$ cat src/include/fcs_defs.svh
`ifndef FCS_DEFS_SVH
`define FCS_DEFS_SVH

// register indices; the byte address on the bus is four times the index
`define FCS_OFS_CTRL 11'h400
`define FCS_OFS_STATUS 11'h401
`define FCS_OFS_TAP3 11'h41C
`define FCS_OFS_TAP4 11'h41E
`define FCS_OFS_CENTER 11'h420
`define FCS_OFS_TAP6 11'h423
`define FCS_OFS_TAP7 11'h425

// storage masks: side registers are 16 bits wide, the center one 24
`define FCS_MASK_SIDE 24'h00FFFF
`define FCS_MASK_CENTER 24'hFFFFFF

// field positions
`define FCS_SIDE_MSB 11
`define FCS_CENTER_MSB 17
`define FCS_CTRL_MODE_LSB 0
`define FCS_CTRL_SCW_LSB 2
`define FCS_CTRL_MERGE_BIT 5
`define FCS_STAT_LINK_BIT 0
`define FCS_STAT_CHAN_A_BIT 1
`define FCS_STAT_MERGED_BIT 2

// reset values and side-weight limit
`define FCS_RST_COEFF 24'h000000
`define FCS_RST_CTRL 8'h00
`define FCS_SCW_MAX 3'h6

`endif

$ cat src/include/fcs_pkg.sv
package fcs_pkg;

    typedef enum logic [1:0] {
        FCS_IDLE = 2'b01,
        FCS_RESP = 2'b10
    } fcs_bus_state_t;

    typedef enum logic [1:0] {
        FCS_MODE_BYPASS = 2'h0,
        FCS_MODE_RSVD1 = 2'h1,
        FCS_MODE_ENABLE = 2'h2,
        FCS_MODE_RSVD3 = 2'h3
    } fcs_mode_t;

    // all coefficients leave on a common grid with lsb weight 2^-16
    typedef logic signed [17:0] fcs_coeff_t;

endpackage : fcs_pkg

$ cat src/logic/fcs_side_scale.sv
`include "fcs_defs.svh"

module fcs_side_scale (
    input wire logic clk,
    input wire logic rst_n,
    input wire logic [11:0] side_coeff,
    input wire logic [2:0] side_weight_setting,
    output fcs_pkg::fcs_coeff_t scaled
);

    logic [2:0] shift;
    fcs_pkg::fcs_coeff_t next_scaled;

    always_comb begin
        // settings above the limit are held at the limit
        if (side_weight_setting > `FCS_SCW_MAX) begin
            shift = `FCS_SCW_MAX;
        end else begin
            shift = side_weight_setting;
        end
        // signed 12-bit field widened, then weighted by 2^shift
        next_scaled = fcs_pkg::fcs_coeff_t'({{6{side_coeff[11]}}, side_coeff}) <<< shift;
    end

    always_ff @(posedge clk or negedge rst_n) begin
        if (!rst_n) begin
            scaled <= 18'h00000;
        end else begin
            scaled <= next_scaled;
        end
    end

endmodule : fcs_side_scale

$ cat src/logic/fcs_tap_store.sv
// Operation
// - each side coefficient is the signed 12-bit value in bits 11:0 of its 16-bit register.
// - index 0x41C holds tap three, feeding channel A in dual mode or the merged filter.
// - index 0x41E holds tap four, feeding channel A in dual mode or the merged filter.
// - index 0x420 holds the center tap as a signed 18-bit value, bits 23:18 reserved.
// - the filter has nine taps and only the fifth, the center, has 18-bit resolution.
// - index 0x423 holds tap six, feeding channel A in dual mode or the merged filter.
// - index 0x425 holds tap seven, feeding channel A in dual mode or the merged filter.
// - a filter mode of 0 bypasses the filter, 2 enables it, and 1 and 3 are reserved.
`include "fcs_defs.svh"

module fcs_tap_store (
    input wire logic clk,
    input wire logic rst_n,
    input wire logic [10:0] avs_address,
    input wire logic avs_read,
    input wire logic avs_write,
    input wire logic [31:0] avs_writedata,
    input wire logic [3:0] avs_byteenable,
    output logic [31:0] avs_readdata,
    output logic avs_waitrequest,
    input wire logic serial_link_enable,
    output fcs_pkg::fcs_coeff_t tap3_coefficient,
    output fcs_pkg::fcs_coeff_t tap4_coefficient,
    output fcs_pkg::fcs_coeff_t center_tap_coefficient,
    output fcs_pkg::fcs_coeff_t tap6_coefficient,
    output fcs_pkg::fcs_coeff_t tap7_coefficient,
    output logic chan_a_filter_on,
    output logic merged_filter_on
);

    localparam int NREG = 5;
    localparam logic [10:0] OFS [NREG] = '{`FCS_OFS_TAP3, `FCS_OFS_TAP4, `FCS_OFS_CENTER,
                                         `FCS_OFS_TAP6, `FCS_OFS_TAP7};
    localparam logic [23:0] MASK [NREG] = '{`FCS_MASK_SIDE, `FCS_MASK_SIDE, `FCS_MASK_CENTER,
                                          `FCS_MASK_SIDE, `FCS_MASK_SIDE};

    fcs_pkg::fcs_bus_state_t state;
    fcs_pkg::fcs_bus_state_t next_state;
    logic next_waitrequest;
    logic [31:0] next_readdata;
    logic [NREG-1:0] sel;
    logic ctrl_hit;
    logic stat_hit;
    logic commit;

    logic [23:0] coeff [NREG];
    logic [7:0] ctrl;
    logic [7:0] next_ctrl;
    fcs_pkg::fcs_mode_t mode;
    logic [2:0] scw;
    logic merge;

    fcs_pkg::fcs_coeff_t next_center;
    logic next_chan_a_on;
    logic next_merged_on;

    assign mode = fcs_pkg::fcs_mode_t'(ctrl[`FCS_CTRL_MODE_LSB +: 2]);
    assign scw = ctrl[`FCS_CTRL_SCW_LSB +: 3];
    assign merge = ctrl[`FCS_CTRL_MERGE_BIT];

    // address decode
    always_comb begin
        for (int i = 0; i < NREG; i++) begin
            sel[i] = (avs_address == OFS[i]);
        end
        ctrl_hit = (avs_address == `FCS_OFS_CTRL);
        stat_hit = (avs_address == `FCS_OFS_STATUS);
    end

    // a write lands on the edge where waitrequest is seen low
    assign commit = (state == fcs_pkg::FCS_RESP) && avs_write;

    // bus handshake: one wait cycle, then one answer cycle
    always_comb begin
        next_state = state;
        next_waitrequest = 1'b1;
        next_readdata = avs_readdata;
        unique case (state)
            fcs_pkg::FCS_IDLE: begin
                if (avs_read || avs_write) begin
                    next_state = fcs_pkg::FCS_RESP;
                    next_waitrequest = 1'b0;
                    next_readdata = 32'h00000000;
                    if (avs_read) begin
                        for (int i = 0; i < NREG; i++) begin
                            if (sel[i]) begin
                                next_readdata = {8'h00, coeff[i] & MASK[i]};
                            end
                        end
                        if (ctrl_hit) begin
                            next_readdata = {24'h000000, ctrl};
                        end
                        if (stat_hit) begin
                            next_readdata[`FCS_STAT_LINK_BIT] = serial_link_enable;
                            next_readdata[`FCS_STAT_CHAN_A_BIT] = chan_a_filter_on;
                            next_readdata[`FCS_STAT_MERGED_BIT] = merged_filter_on;
                        end
                    end
                end
            end
            fcs_pkg::FCS_RESP: begin
                next_state = fcs_pkg::FCS_IDLE;
            end
        endcase
    end

    always_ff @(posedge clk or negedge rst_n) begin
        if (!rst_n) begin
            state <= fcs_pkg::FCS_IDLE;
            avs_waitrequest <= 1'b1;
            avs_readdata <= 32'h00000000;
        end else begin
            state <= next_state;
            avs_waitrequest <= next_waitrequest;
            avs_readdata <= next_readdata;
        end
    end

    // coefficient registers, byte-lane writes, reserved bits kept
    for (genvar g = 0; g < NREG; g++) begin : g_coeff
        logic [23:0] next_coeff;

        always_comb begin
            next_coeff = coeff[g];
            if (commit && sel[g]) begin
                for (int b = 0; b < 3; b++) begin
                    if (avs_byteenable[b]) begin
                        next_coeff[b*8 +: 8] = avs_writedata[b*8 +: 8];
                    end
                end
                next_coeff = next_coeff & MASK[g];
            end
        end

        always_ff @(posedge clk or negedge rst_n) begin
            if (!rst_n) begin
                coeff[g] <= `FCS_RST_COEFF;
            end else begin
                coeff[g] <= next_coeff;
            end
        end
    end

    // filter configuration
    always_comb begin
        next_ctrl = ctrl;
        if (commit && ctrl_hit && avs_byteenable[0]) begin
            next_ctrl = avs_writedata[7:0];
        end
    end

    always_ff @(posedge clk or negedge rst_n) begin
        if (!rst_n) begin
            ctrl <= `FCS_RST_CTRL;
        end else begin
            ctrl <= next_ctrl;
        end
    end

    // side taps weighted by the side weight setting
    fcs_side_scale u_tap3 (
        .clk(clk),
        .rst_n(rst_n),
        .side_coeff(coeff[0][`FCS_SIDE_MSB:0]),
        .side_weight_setting(scw),
        .scaled(tap3_coefficient)
    );

    fcs_side_scale u_tap4 (
        .clk(clk),
        .rst_n(rst_n),
        .side_coeff(coeff[1][`FCS_SIDE_MSB:0]),
        .side_weight_setting(scw),
        .scaled(tap4_coefficient)
    );

    fcs_side_scale u_tap6 (
        .clk(clk),
        .rst_n(rst_n),
        .side_coeff(coeff[3][`FCS_SIDE_MSB:0]),
        .side_weight_setting(scw),
        .scaled(tap6_coefficient)
    );

    fcs_side_scale u_tap7 (
        .clk(clk),
        .rst_n(rst_n),
        .side_coeff(coeff[4][`FCS_SIDE_MSB:0]),
        .side_weight_setting(scw),
        .scaled(tap7_coefficient)
    );

    // center tap keeps its full 18 bits, no side weighting; reserved modes bypass
    always_comb begin
        next_center = fcs_pkg::fcs_coeff_t'(coeff[2][`FCS_CENTER_MSB:0]);
        next_chan_a_on = (mode == fcs_pkg::FCS_MODE_ENABLE) && !merge;
        next_merged_on = (mode == fcs_pkg::FCS_MODE_ENABLE) && merge;
    end

    always_ff @(posedge clk or negedge rst_n) begin
        if (!rst_n) begin
            center_tap_coefficient <= 18'h00000;
            chan_a_filter_on <= 1'b0;
            merged_filter_on <= 1'b0;
        end else begin
            center_tap_coefficient <= next_center;
            chan_a_filter_on <= next_chan_a_on;
            merged_filter_on <= next_merged_on;
        end
    end

    // checks
    logic [11:0] tap3_field;
    logic [11:0] tap4_field;
    logic [17:0] center_field;
    logic [15:0] tap6_word;
    logic [15:0] tap7_word;

    assign tap3_field = coeff[0][11:0];
    assign tap4_field = coeff[1][11:0];
    assign center_field = coeff[2][17:0];
    assign tap6_word = coeff[3][15:0];
    assign tap7_word = coeff[4][15:0];
endmodule : fcs_tap_store

$ cat config.mk
export PLATFORM = sky130hd
export DESIGN_NAME = fcs_tap_store
export DESIGN_NICKNAME = d
export VERILOG_FILES = /design/src/include/fcs_pkg.sv /design/src/logic/fcs_side_scale.sv /design/src/logic/fcs_tap_store.sv
export VERILOG_INCLUDE_DIRS = /design/src /design/src/include
export SDC_FILE = /design/constraint.sdc
export NUM_CORES = 1
export LEC_CHECK = 0
export ABC_AREA = 1
export BUFFER_PORTS_ARGS = -buffer_cell sky130_fd_sc_hd__buf_2
export CAP_MARGIN = 10
export CORE_UTILIZATION = 38
export DETAILED_ROUTE_END_ITERATION = 7
export GPL_TIMING_DRIVEN = 0
export HOLD_SLACK_MARGIN = 0.15
export REMOVE_ABC_BUFFERS = 1
export SLEW_MARGIN = 20
export SYNTH_ARGS = -nofsm -noshare
export SYNTH_HDL_FRONTEND = slang
export SYNTH_SLANG_ARGS = --single-unit
$ cat constraint.sdc
create_clock -name clk -period 1.65 [get_ports clk]
set_clock_uncertainty 0.05 [all_clocks]
set_input_delay 0.0825 -clock clk [delete_from_list [all_inputs] [get_ports clk]]
set_output_delay 0.0825 -clock clk [all_outputs]
set_load 0.05 [all_outputs]
# Word-level counts from Yosys, hierarchy flattened
# Index checks and enable logic that the tools add are counted.
dict set report word_totals {
  ff_bits 223
  out_inout_bits 125
}
dict set report op_classes {
  eq_ne 11
  magnitude_cmp 1
  n_mux 13
  shift 4
  n_reduce_logical 24
}
# op count
set op_table {}
lappend op_table {{two-way mux 32 bit} 5}
lappend op_table {{equality test 11 bit, second input constant} 7}
lappend op_table {{<<< shifter 12 x 3 -> 18 bit} 4}
lappend op_table {{two-way mux 16 bit} 2}
lappend op_table {{AND reduction 2 bit} 12}
lappend op_table {{logical AND 1 bit} 10}
lappend op_table {{two-way mux 3 bit} 2}
lappend op_table {{equality test 2 bit, second input constant} 2}
lappend op_table {{one-hot mux 2 bit (2 select lines)} 1}
lappend op_table {{greater-than comparator 3 bit, second input constant} 1}
lappend op_table {{equality test 2 x 1 -> 1 bit, second input constant} 1}
lappend op_table {{two-way mux 1 bit} 2}
lappend op_table {{two-way mux 2 bit} 1}
lappend op_table {{inequality test 2 bit, second input constant} 1}
lappend op_table {{logical NOT 1 bit} 1}
lappend op_table {{logical OR 1 bit} 1}

# Depth between registers and ports, before layout
# Gate-level depths: netlist (run 1).
dict set report logic_depth {
  word_depth 9
  ltp_mapped 11
  ltp_nobuf 11
}

# Hierarchy
# Synthesis (run 1) repeated with hierarchy kept, for this count alone.
dict set report hier_totals {
  cells_unflattened 1242
  hier_area_um2 10481.3
}
# module cells_per_inst n_inst area_per_inst_um2
set modules_own_cells {}
lappend modules_own_cells {fcs_tap_store 718 1 6387.4}
lappend modules_own_cells {fcs_side_scale 131 4 1023.5}

# Worst setup path after synthesis (run 1)
# No wires, ideal clock.
dict set report synth_path {
  path_kind {register to register}
  from {register state[0]}
  to {register avs_readdata[16]}
  stages_incl_launch_ff 9
  arrival_ns 1.507
  required_ns 1.534
  path_buffers 0
  slack_ns 0.027
  period_less_slack_ns 1.623
  setup_time_ns 0.066
  cell_sequence {dfstp_2 > inv_1 > nor2_1 > inv_1 > nor2_1 > nand2_2 > nor3_4 > nand3_1 > nand2_1}
}
dict set report synth_between {
  elab_chain_cells 2
}
# item line
set synth_rtl {}
lappend synth_rtl {{start, declared} fcs_tap_store.sv:38} ;# fcs_pkg::fcs_bus_state_t state;
lappend synth_rtl {{start signal, assigned} fcs_tap_store.sv:110} ;# state <= fcs_pkg::FCS_IDLE;
lappend synth_rtl {{start signal, assigned} fcs_tap_store.sv:114} ;# state <= next_state;
lappend synth_rtl {{equality test 2 x 1 -> 1 bit} fcs_tap_store.sv:79} ;# unique case (state)
lappend synth_rtl {{AND reduction 2 bit (no source line)} n/a}
lappend synth_rtl {{end signal, assigned} fcs_tap_store.sv:116} ;# avs_readdata <= next_readdata;
lappend synth_rtl {{end, declared} fcs_tap_store.sv:20} ;# output logic [31:0] avs_readdata,
# Every way passes these cells.
# A chain may end at the register's enable or synchronous reset.

# Worst setup path in the final report (run 1)
dict set report layout_path {
  from {register ctrl[3]}
  to {register u_tap3.scaled[15]}
}
dict set report layout_between {
  elab_chain_cells 3
}
# item line
set layout_rtl {}
lappend layout_rtl {{start, declared} fcs_tap_store.sv:48} ;# logic [7:0] ctrl;
lappend layout_rtl {{start signal, assigned} fcs_tap_store.sv:155} ;# ctrl <= `FCS_RST_CTRL;
lappend layout_rtl {{start signal, assigned} fcs_tap_store.sv:157} ;# ctrl <= next_ctrl;
lappend layout_rtl {{greater-than comparator 3 bit (no source line)} n/a}
lappend layout_rtl {{two-way mux 3 bit *} fcs_side_scale.sv:16} ;# if (side_weight_setting > `FCS_SCW_MAX) begin
lappend layout_rtl {{<<< shifter 12 x 3 -> 18 bit *} fcs_side_scale.sv:22} ;# next_scaled = fcs_pkg::fcs_coeff_t'({{6{side_coeff[11]}}, side_coeff}) <<< shift;
lappend layout_rtl {{via u_tap3.next_scaled[15]} fcs_side_scale.sv:12} ;# fcs_pkg::fcs_coeff_t next_scaled;
lappend layout_rtl {{end signal, assigned} fcs_side_scale.sv:29} ;# scaled <= next_scaled;
lappend layout_rtl {{end, declared} fcs_side_scale.sv:8} ;# output fcs_pkg::fcs_coeff_t scaled
# Mark *: on every way through the listed nets, which the timed path passes. The rest lies on a longest branch.

==> out/results.tsv, run 1 <==
metric	value	unit
Post-Syn Instances	1169	
Crit path required time	2.02	ns
Worst EP arrival	2.04	ns
post-synthesis register bit count	215	
worst rel slew slack	50.75	%
most used cell, CP	o21ai_1	
TritonCTS clock tree	yes	
Power Internal	8.622	mW
RePlAce Congestion	0.8285	
Std-Cell Rows	58	
Die Ht	161.7	um
via count	8538	
CP max stage delay	0.57	ns
Main synth FF type	dfrtp_1	
initial antenna violation count	0	
Cell variety after synth	33	
H-tree depth	1	
Psw	2.738	mW
Final nets	1413	
Post-route DRC	0	
worst-case clock buffer depth	3	
Setup TNS Final	-0.05476	ns
gr ovfl total	0	
final hold violations	0	
Tightest Pin Transition	0.7332	ns
antenna-violating nets left	0	
status	complete, but fails checks	
Net Sw Frac	24.11	%
Setup CP Type	reg2reg	
reg2reg end	u_tap3.scaled[15]	
Max Fclk	0.5988	GHz
die area	26140	um^2
vias in the first global route	7700	
initial cell density of the core	38.58	%
core area	25110	um^2
WL/cell	16.34	um
PortBufs	159	
largest net degree at the start of global routing	89	
Die W	161.7	um
drt first pass iters	5	
worst min-delay path class	in2async	
Period minus WS final	1.670	ns
power share of the clock group	45.8	%
DRT Wirelength	27920	um
CTS root buffer	clkbuf_16	
commonest non-fill, non-tap cells in the layout	nand2_1 (353), dfrtp_1 (210), buf_2 (158)	
crit share post-route	101.2	%
crit end category	flop	
RSZ-0062 raised after global routing	true	
final setup vio count	5	
clock latency on the worst-skew pair	0.52	ns
Startpoint Class	flop	
share of layout cells above drive strength 1	22.34	%
pwr dens	913.6	nW/um^2
area growth from synthesis to layout	28.35	%
fin. max-slew vios	0	
CP max FO	10	
via/cell ratio	4.996	
sequential fraction of the synthesis area	55.56	%
asr flop ratio synth	100.0	%
Final Non-Filler Cells	1709	
commonest non-fill, non-tap cell in the layout	nand2_1	
Post-synth EDFFs	0	
post-detail-place hpwl	17950	um
Top Ports	177	
failing checks	setup timing	
global-route wire length before repair	42720	um
Total GRT Usage	20.90	%
Max Cap Violations	0	
VDD IR max	0.6242	mV
worst flop-to-flop path startpoint	ctrl[3]	
clk sinks	215	
dpl cells	1599	
fillcell total	2435	
flop-to-flop setup slack	-0.02	ns
crit-path cells	nand2_8 -> nand2_4 -> o21ai_1 -> o21ai_1 -> o21ai_0	
LEAKAGE	6.731	nW
n_diodes	0	
hold bufs inserted after CTS	33	
initial DRC count	683	
CP Capture Point	u_tap3.scaled[15]	
Seq pwr share	47.2	%
logic gate share of total power	7.0	%
CP max-delay cell	dfrtp_4	
warning count from the yosys run	0	
Mapped Area	9688	um^2
clock buffer count from CTS	24	
Worst R2R Path Depth	5	
Worst-path clk slew	0.07	ns
syn_area_per_cell	8.287	um^2
final worst slack	-0.02005	ns
Crit. Startpoint	ctrl[3]	
state kept, by name, indices dropped and copies added, names as in the netlist, 2 cells and up:
name                    count
center_tap_coefficient     18
avs_readdata               24
center_field               18
state                       2
u_tap4.scaled              18
u_tap7.scaled              18
u_tap6.scaled              18
u_tap3.scaled              18
coeff                      70
ctrl                        8
area by class of cell:
class	instances	area, um^2	area share [%]
Multi-Input combinational cell	792	3950	31.77
Inverter	108	422.9	3.401
Clock buffer	36	726.9	5.846
Tap cell	330	412.9	3.321
Sequential cell	215	5394	43.38
Timing Repair Buffer	220	1480	11.90
Clock inverter	8	47.55	0.3824
cells by family after synthesis:
logic type	after synthesis	share of synthesized area [%]
compound gates	251	13.01
simple gates	510	22.20
mux	14	1.459
flops	215	55.56
other cells	1	0.03871
buf+inv	178	7.736
synth_stat cells (2+ instances only):
library cell	number	area [um^2]
dfrtp_1	213	5330
nor2_2	3	18.77
buf_6	3	33.78
inv_2	7	26.28
buf_1	6	22.52
nand2_4	2	22.52
nor3_1	8	40.04
buf_2	20	100.1
dfstp_2	2	52.55
nor2_1	35	131.4
a31oi_1	3	18.77
nand3b_1	4	30.03
a21oi_1	7	35.03
o21ai_1	36	180.2
nand3_1	61	305.3
inv_1	100	375.4
clkbuf_1	32	120.1
buf_4	9	67.56
or2_0	5	31.28
nand2_2	9	56.30
nand4_1	9	56.30
nand2_1	366	1374
mux2i_1	13	130.1
o21ai_0	205	1026
nor2_4	2	22.52
nor3_4	2	32.53
per-layer routing:
layer  GRT usage [%]  share of wire [%]  routed length [um]  vias to the layer above
met1           31.07                 47               13000                     4025
met4           5.403                2.3                 651                        0
li1                -                  -                   -                     4136
met5               0                  0                   0                        -
met3           2.937                7.0                1946                       53
met2           31.99                 44               12330                      324
worst min path at each step:
stage,from,to
after floorplan,rst_n,avs_readdata[0]
after global placement,avs_writedata[20],coeff[68]
after detailed placement,rst_n,u_tap6.scaled[17]
after CTS,rst_n,u_tap6.scaled[17]
after global routing,rst_n,u_tap7.scaled[15]
final,rst_n,u_tap7.scaled[15]
metrics by stage:
step	cell area (um^2)	hold WS, ns	util, %	worst slack (ns)	total power [mW]
floorplan	9370	-0.2631	-	-1.349	5.785
global placement	10580	0.2718	42.13	-3.240	6.055
detailed placement	10690	0.02678	42.59	-1.424	6.080
CTS	12130	0.07607	48.31	-0.1554	11.38
global route	12430	0.1172	49.52	-0.08569	11.76
finish	12430	0.06297	49.52	-0.02005	11.36
power by group through the flow:
stage | combinational, mW | clock, mW | sequential, mW
global route | 0.872 | 5.53 | 5.36
floorplan | 0.253 | 0 | 5.53
finish | 0.798 | 5.21 | 5.36
CTS | 0.731 | 5.30 | 5.36
global placement | 0.602 | 0 | 5.45
detailed placement | 0.628 | 0 | 5.45
worst max-delay path, delay by kind of cell (launching register included):
| family | cells | cell delay [ns] |
|---|---|---|
| and+or+nand+nor | 2 | 0.31 |
| DFF | 1 | 0.57 |
| AOI/OAI and AO/OA | 3 | 0.61 |
timing repair:
| item | in CTS | in global routing |
|---|---|---|
| hold endpoints to repair | 257 | 70 |
| cloned | 4 | 5 |
| pin swaps | 6 | 10 |
| setup buffers | 17 | 8 |
| setup endpoints to repair | 157 | 151 |
| gates resized for setup | 71 | 63 |
No activity file was read; power rests on OpenSTA's default activity.
==> run 2: changes to the inputs <==
ABC_AREA = default   (was 1)
==> out/results.tsv, run 2 <==
metric	value	unit
via/cell ratio	5.253	
Cell variety after synth	56	
via count	7123	
VDD IR max	0.8086	mV
Post-synth EDFFs	0	
main area contributors after synthesis	dfrtp_1 (53%), mux2_4 (11%), mux2i_1 (8.0%)	
vias in the first global route	7123	
Total GRT Usage	20.57	%
worst min-delay path class	in2reg	
Die W	164.7	um
Setup CP Type	reg2reg	
sequential fraction of the synthesis area	53.53	%
initial antenna violation count	1	
n_diodes	0	
CP max-delay cell	dfrtp_4	
DP Area	11150	um^2
WL/cell	20.50	um
Worst EP arrival	2.39	ns
pwr dens	911.1	nW/um^2
Top reg by flops	coeff	
Post-route DRC	0	
antenna-violating nets left	0	
initial cell density of the core	38.69	%
Startpoint Class	flop	
drt first pass iters	5	
Std-Cell Rows	59	
count leader, synth	dfrtp_1	
Hold WS	0.1854	ns
post-synth top area cell	dfrtp_1	
biggest regs	coeff: 70 flops, avs_readdata: 24 flops	
crit-path cells	buf_12 -> a21boi_4 -> clkbuf_16 -> buf_16 -> mux2i_4 -> mux2i_2 -> mux2_4	
area growth from synthesis to layout	32.63	%
core area	25980	um^2
crit end category	flop	
Mapped Area	10050	um^2
post-synthesis register bit count	215	
final worst slack	-0.3908	ns
syn_area_per_cell	12.84	um^2
final setup vio count	79	
top cell type's share of synthesized area	53.01	%
Period minus WS final	2.041	ns
clock latency on the worst-skew pair	0.52	ns
commonest non-fill, non-tap cell in the layout	dfrtp_1	
LEAKAGE	6.792	nW
Top Ports	177	
RePlAce Congestion	0.7919	
fillcell total	2240	
initial DRC count	534	
TritonCTS clock tree	yes	
CP max FO	8	
clk sinks	215	
share of layout cells above drive strength 1	43.29	%
Final Cell Area	13340	um^2
CTS root buffer	clkbuf_16	
failing checks	setup timing	
largest net degree at the start of global routing	100	
dpl cells	1234	
warning count from the yosys run	0	
crit share post-route	123.7	%
Worst-path clk slew	0.06	ns
Final Non-Filler Cells	1356	
Final nets	1055	
commonest non-fill, non-tap cells in the layout	dfrtp_1 (210), buf_2 (158), mux2_4 (74)	
H-tree depth	1	
gr ovfl total	0	
global-route wire length before repair	42150	um
Crit path required time	2.00	ns
worst-case clock buffer depth	3	
Synth top cells by count	dfrtp_1 (213), mux2i_1 (80), nand2_1 (74)	
CP max stage delay	0.50	ns
Tightest Pin Transition	0.5382	ns
final hold violations	0	
asr flop ratio synth	100.0	%
fin. max-slew vios	0	
die area	27110	um^2
post-detail-place hpwl	18270	um
status	complete, but fails checks	
Post-Syn Instances	783	
PortBufs	159	
worst rel slew slack	64.01	%
Max Fclk	0.4900	GHz
Setup TNS Final	-14.66	ns
DRT Wirelength	27800	um
RSZ-0062 raised after global routing	true	
Main synth FF type	dfrtp_1	
max reg flops	70	
Die Ht	164.7	um
clock buffer count from CTS	25	
Max Cap Violations	0	
-- run 2: cell types whose count changed after synthesis, moves of 11 or more --
cell / change
a22o_1: +16
o21ai_1: -29
nand2_1: -292
mux2i_1: +67
nand3_1: -54
o21ai_0: -171
mux2_4: +72
clkbuf_1: -15
mux2_1: +16
inv_1: -95
mux2_2: +16
a211oi_1: +16
a22oi_1: +13
and2_1: +11
-- run 2: metrics by stage --
step / utilization (%) / power, mW / setup slack, ns
floorplan: - / 5.726 / -3.335
global placement: 42.09 / 6.056 / -4.810
CTS: 49.99 / 12.22 / -0.3573
finish: 51.32 / 12.15 / -0.3908
global route: 51.32 / 12.58 / -0.4276
detailed placement: 42.91 / 6.138 / -1.293
-- run 2: path summary, 6_finish.rpt --
kind,from,end,slack (ns),depth (start not counted)
max in group asynchronous,rst_n,avs_waitrequest,0.19,4
worst min-delay path,avs_address[7],avs_readdata[4],0.19,5
worst max-delay path,ctrl[4],u_tap7.scaled[6],-0.39,7
min in group asynchronous,rst_n,u_tap6.scaled[6],0.53,3
worst max register to register,ctrl[4],u_tap7.scaled[6],-0.39,7
worst min register to register,center_field[17],center_tap_coefficient[17],0.36,0
-- run 2: critical path: cells and delay by family (launching register included) --
family	cells	cell delay (ns)
multiplexers	3	0.69
flip-flops	1	0.50
buffers and inverters	3	0.50
AO/OA/AOI/OAI	1	0.17
-- run 2: logic make-up (layout without fill, tap and decap cells) --
family	count (synthesis)	in the layout	share of synthesized area (%)
DFF	215	215	53.53
muxes	185	185	22.41
and+or+nand+nor	183	183	10.76
AOI/OAI and AO/OA	137	137	9.495
buffers and inverters	62	293	3.758
other	1	8	0.03730
-- run 2: final cells by class --
cell class	instances	area (um^2)	area share, %
flip-flops and latches	215	5394	40.45
multi-input cells	513	4825	36.18
repair buffers	243	1787	13.40
clock buffers	34	719.4	5.395
well taps	335	419.2	3.143
clock inverters	11	165.2	1.239
inverters	5	26.28	0.1970
-- run 2: routing by layer --
layer | vias to the layer above | part of all wire (%) | GRT usage [%]
met5 | - | 0.036 | 0
met4 | 2 | 3.2 | 6.672
met3 | 47 | 5.3 | 3.466
met2 | 218 | 45 | 32.09
met1 | 3605 | 46 | 29.02
li1 | 3251 | - | -
-- run 2: what timing repair did --
item	in CTS	in global routing
hold buffers	35	0
buffers inserted	33	7
endpoints found under the hold margin	327	0
setup endpoints to repair	180	158
pin swaps	18	12
resized for setup	69	62
cloned	2	0
-- run 2: power breakdown --
group / total, mW / leakage [nW] / switching, mW / internal, mW
registers: 5.36 / 2.99 / 0.0340 / 5.33
clock network: 5.85 / 0.435 / 2.18 / 3.67
logic: 0.932 / 3.37 / 0.566 / 0.366
==> run 3: changes to the inputs <==
BUFFER_PORTS_ARGS = -buffer_cell sky130_fd_sc_hd__buf_4   (was -buffer_cell sky130_fd_sc_hd__buf_2)
==> out/results.tsv, run 3 (synthesized netlist as in run 2, its figures left out) <==
metric	value	unit
fin. max-slew vios	0	
Top Ports	177	
DRT Wirelength	28410	um
RSZ-0062 raised after global routing	true	
CP max stage delay	0.50	ns
RePlAce Congestion	0.7971	
core area	25980	um^2
clk sinks	215	
dpl cells	1234	
Hold WS	0.1351	ns
PortBufs	159	
drt first pass iters	5	
CTS root buffer	clkbuf_16	
pre-CTS setup slack	-1.211	ns
Power Internal	9.020	mW
Seq pwr share	45.2	%
Worst EP arrival	2.33	ns
Final Cell Area	13870	um^2
largest net degree at the start of global routing	77	
Net Sw Frac	23.95	%
WL/cell	20.92	um
commonest non-fill, non-tap cells in the layout	dfrtp_1 (210), buf_4 (182), mux2_4 (74)	
Die W	164.7	um
Std-Cell Rows	59	
clock buffer count from CTS	25	
global-route wire length before repair	43280	um
via count	7144	
n_diodes	0	
Psw	2.840	mW
Setup CP Type	reg2reg	
Final Non-Filler Cells	1358	
commonest non-fill, non-tap cell in the layout	dfrtp_1	
Max Fclk	0.5038	GHz
clock latency on the worst-skew pair	0.53	ns
post-detail-place hpwl	18620	um
worst min-delay path class	in2reg	
final setup vio count	104	
crit-path cells	buf_12 -> a21boi_4 -> buf_6 -> buf_16 -> mux2i_4 -> mux2i_1 -> mux2_4	
Post-route DRC	0	
initial cell density of the core	38.69	%
failing checks	setup timing	
Total GRT Usage	21.07	%
logic gate share of total power	8.8	%
TritonCTS clock tree	yes	
Setup TNS Final	-13.78	ns
via/cell ratio	5.261	
antenna-violating nets left	0	
power share of the clock group	46.0	%
share of layout cells above drive strength 1	45.06	%
Top reg by flops	coeff	
Tightest Pin Transition	0.7364	ns
crit share post-route	120.3	%
area growth from synthesis to layout	37.94	%
Final nets	1057	
gr ovfl total	0	
final hold violations	0	
Crit path required time	2.00	ns
H-tree depth	1	
CP delay by family, top	multiplexers	
Startpoint Class	flop	
max reg flops	70	
die area	27110	um^2
crit end category	flop	
CP max-delay cell	dfrtp_4	
Period minus WS final	1.985	ns
biggest regs	coeff: 70 flops, avs_readdata: 24 flops	
vias in the first global route	7263	
fillcell total	2211	
status	complete, but fails checks	
final worst slack	-0.3351	ns
VDD IR max	0.8146	mV
Buf/Inv on CP	3	
worst-case clock buffer depth	3	
DP Area	11560	um^2
initial DRC count	418	
worst rel slew slack	50.87	%
initial antenna violation count	0	
pwr dens	855.1	nW/um^2
CP max FO	7	
Max Cap Violations	0	
Die Ht	164.7	um
LEAKAGE	6.816	nW
Worst-path clk slew	0.06	ns
[run 3: worst register-to-register path, stage by stage, from the launching register on]
cell	delay, ns
dfrtp_4	0.50
buf_12	0.14
a21boi_4	0.14
buf_6	0.17
buf_16	0.18
mux2i_4	0.27
mux2i_1	0.13
mux2_4	0.30
[run 3: final timing paths]
path / slack (ns) / end / depth (start not counted) / from
worst max-delay path: -0.34 / u_tap3.scaled[8] / 7 / ctrl[4]
worst min-delay path: 0.14 / avs_readdata[2] / 5 / avs_address[5]
worst max register to register: -0.34 / u_tap3.scaled[8] / 7 / ctrl[4]
worst min register to register: 0.36 / center_tap_coefficient[16] / 0 / center_field[16]
max in group asynchronous: 0.26 / state[0] / 4 / rst_n
min in group asynchronous: 0.56 / u_tap6.scaled[6] / 3 / rst_n
[run 3: cell type report]
class | count | area [um^2] | area share (%)
clock inverter | 14 | 135.1 | 0.9743
timing repair buffer | 245 | 2270 | 16.36
clock buffer | 31 | 678.2 | 4.889
tap | 335 | 419.2 | 3.022
inverter | 5 | 28.78 | 0.2075
multi-input combinational | 513 | 4945 | 35.65
sequential | 215 | 5394 | 38.89
[run 3: metal layers]
| metal | routed length, um | share of wire, % | global-route usage, % | up-vias |
|---|---|---|---|---|
| met2 | 13450 | 47 | 33.48 | 225 |
| met3 | 1597 | 5.6 | 3.114 | 43 |
| met4 | 480 | 1.7 | 5.088 | 0 |
| met5 | 0 | 0 | 0 | - |
| met1 | 12890 | 45 | 30.20 | 3615 |
| li1 | - | - | - | 3261 |
[run 3: power by group through the flow]
stage | logic, mW | clock network [mW] | registers (mW)
floorplan | 0.240 | 0 | 5.49
global placement | 0.639 | 0 | 5.45
detailed placement | 0.759 | 0 | 5.45
CTS | 0.956 | 5.54 | 5.36
global route | 1.12 | 5.78 | 5.37
finish | 1.04 | 5.45 | 5.37
[run 3: through the flow]
stage / util (%) / total power [mW]
after global routing: 53.38 / 12.27
after global placement: 43.62 / 6.089
after detailed placement: 44.48 / 6.209
final: 53.38 / 11.86
after CTS: 52.07 / 11.86
after floorplan: - / 5.726
[run 3: repair_timing]
item                                    CTS  global route
gates cloned                              2             1
endpoints found under the setup margin  180           162
hold buffers                             35             0
resized for setup                       104            47
buffers inserted                         34             8
endpoints found under the hold margin   328             0
pin swaps                                22             9
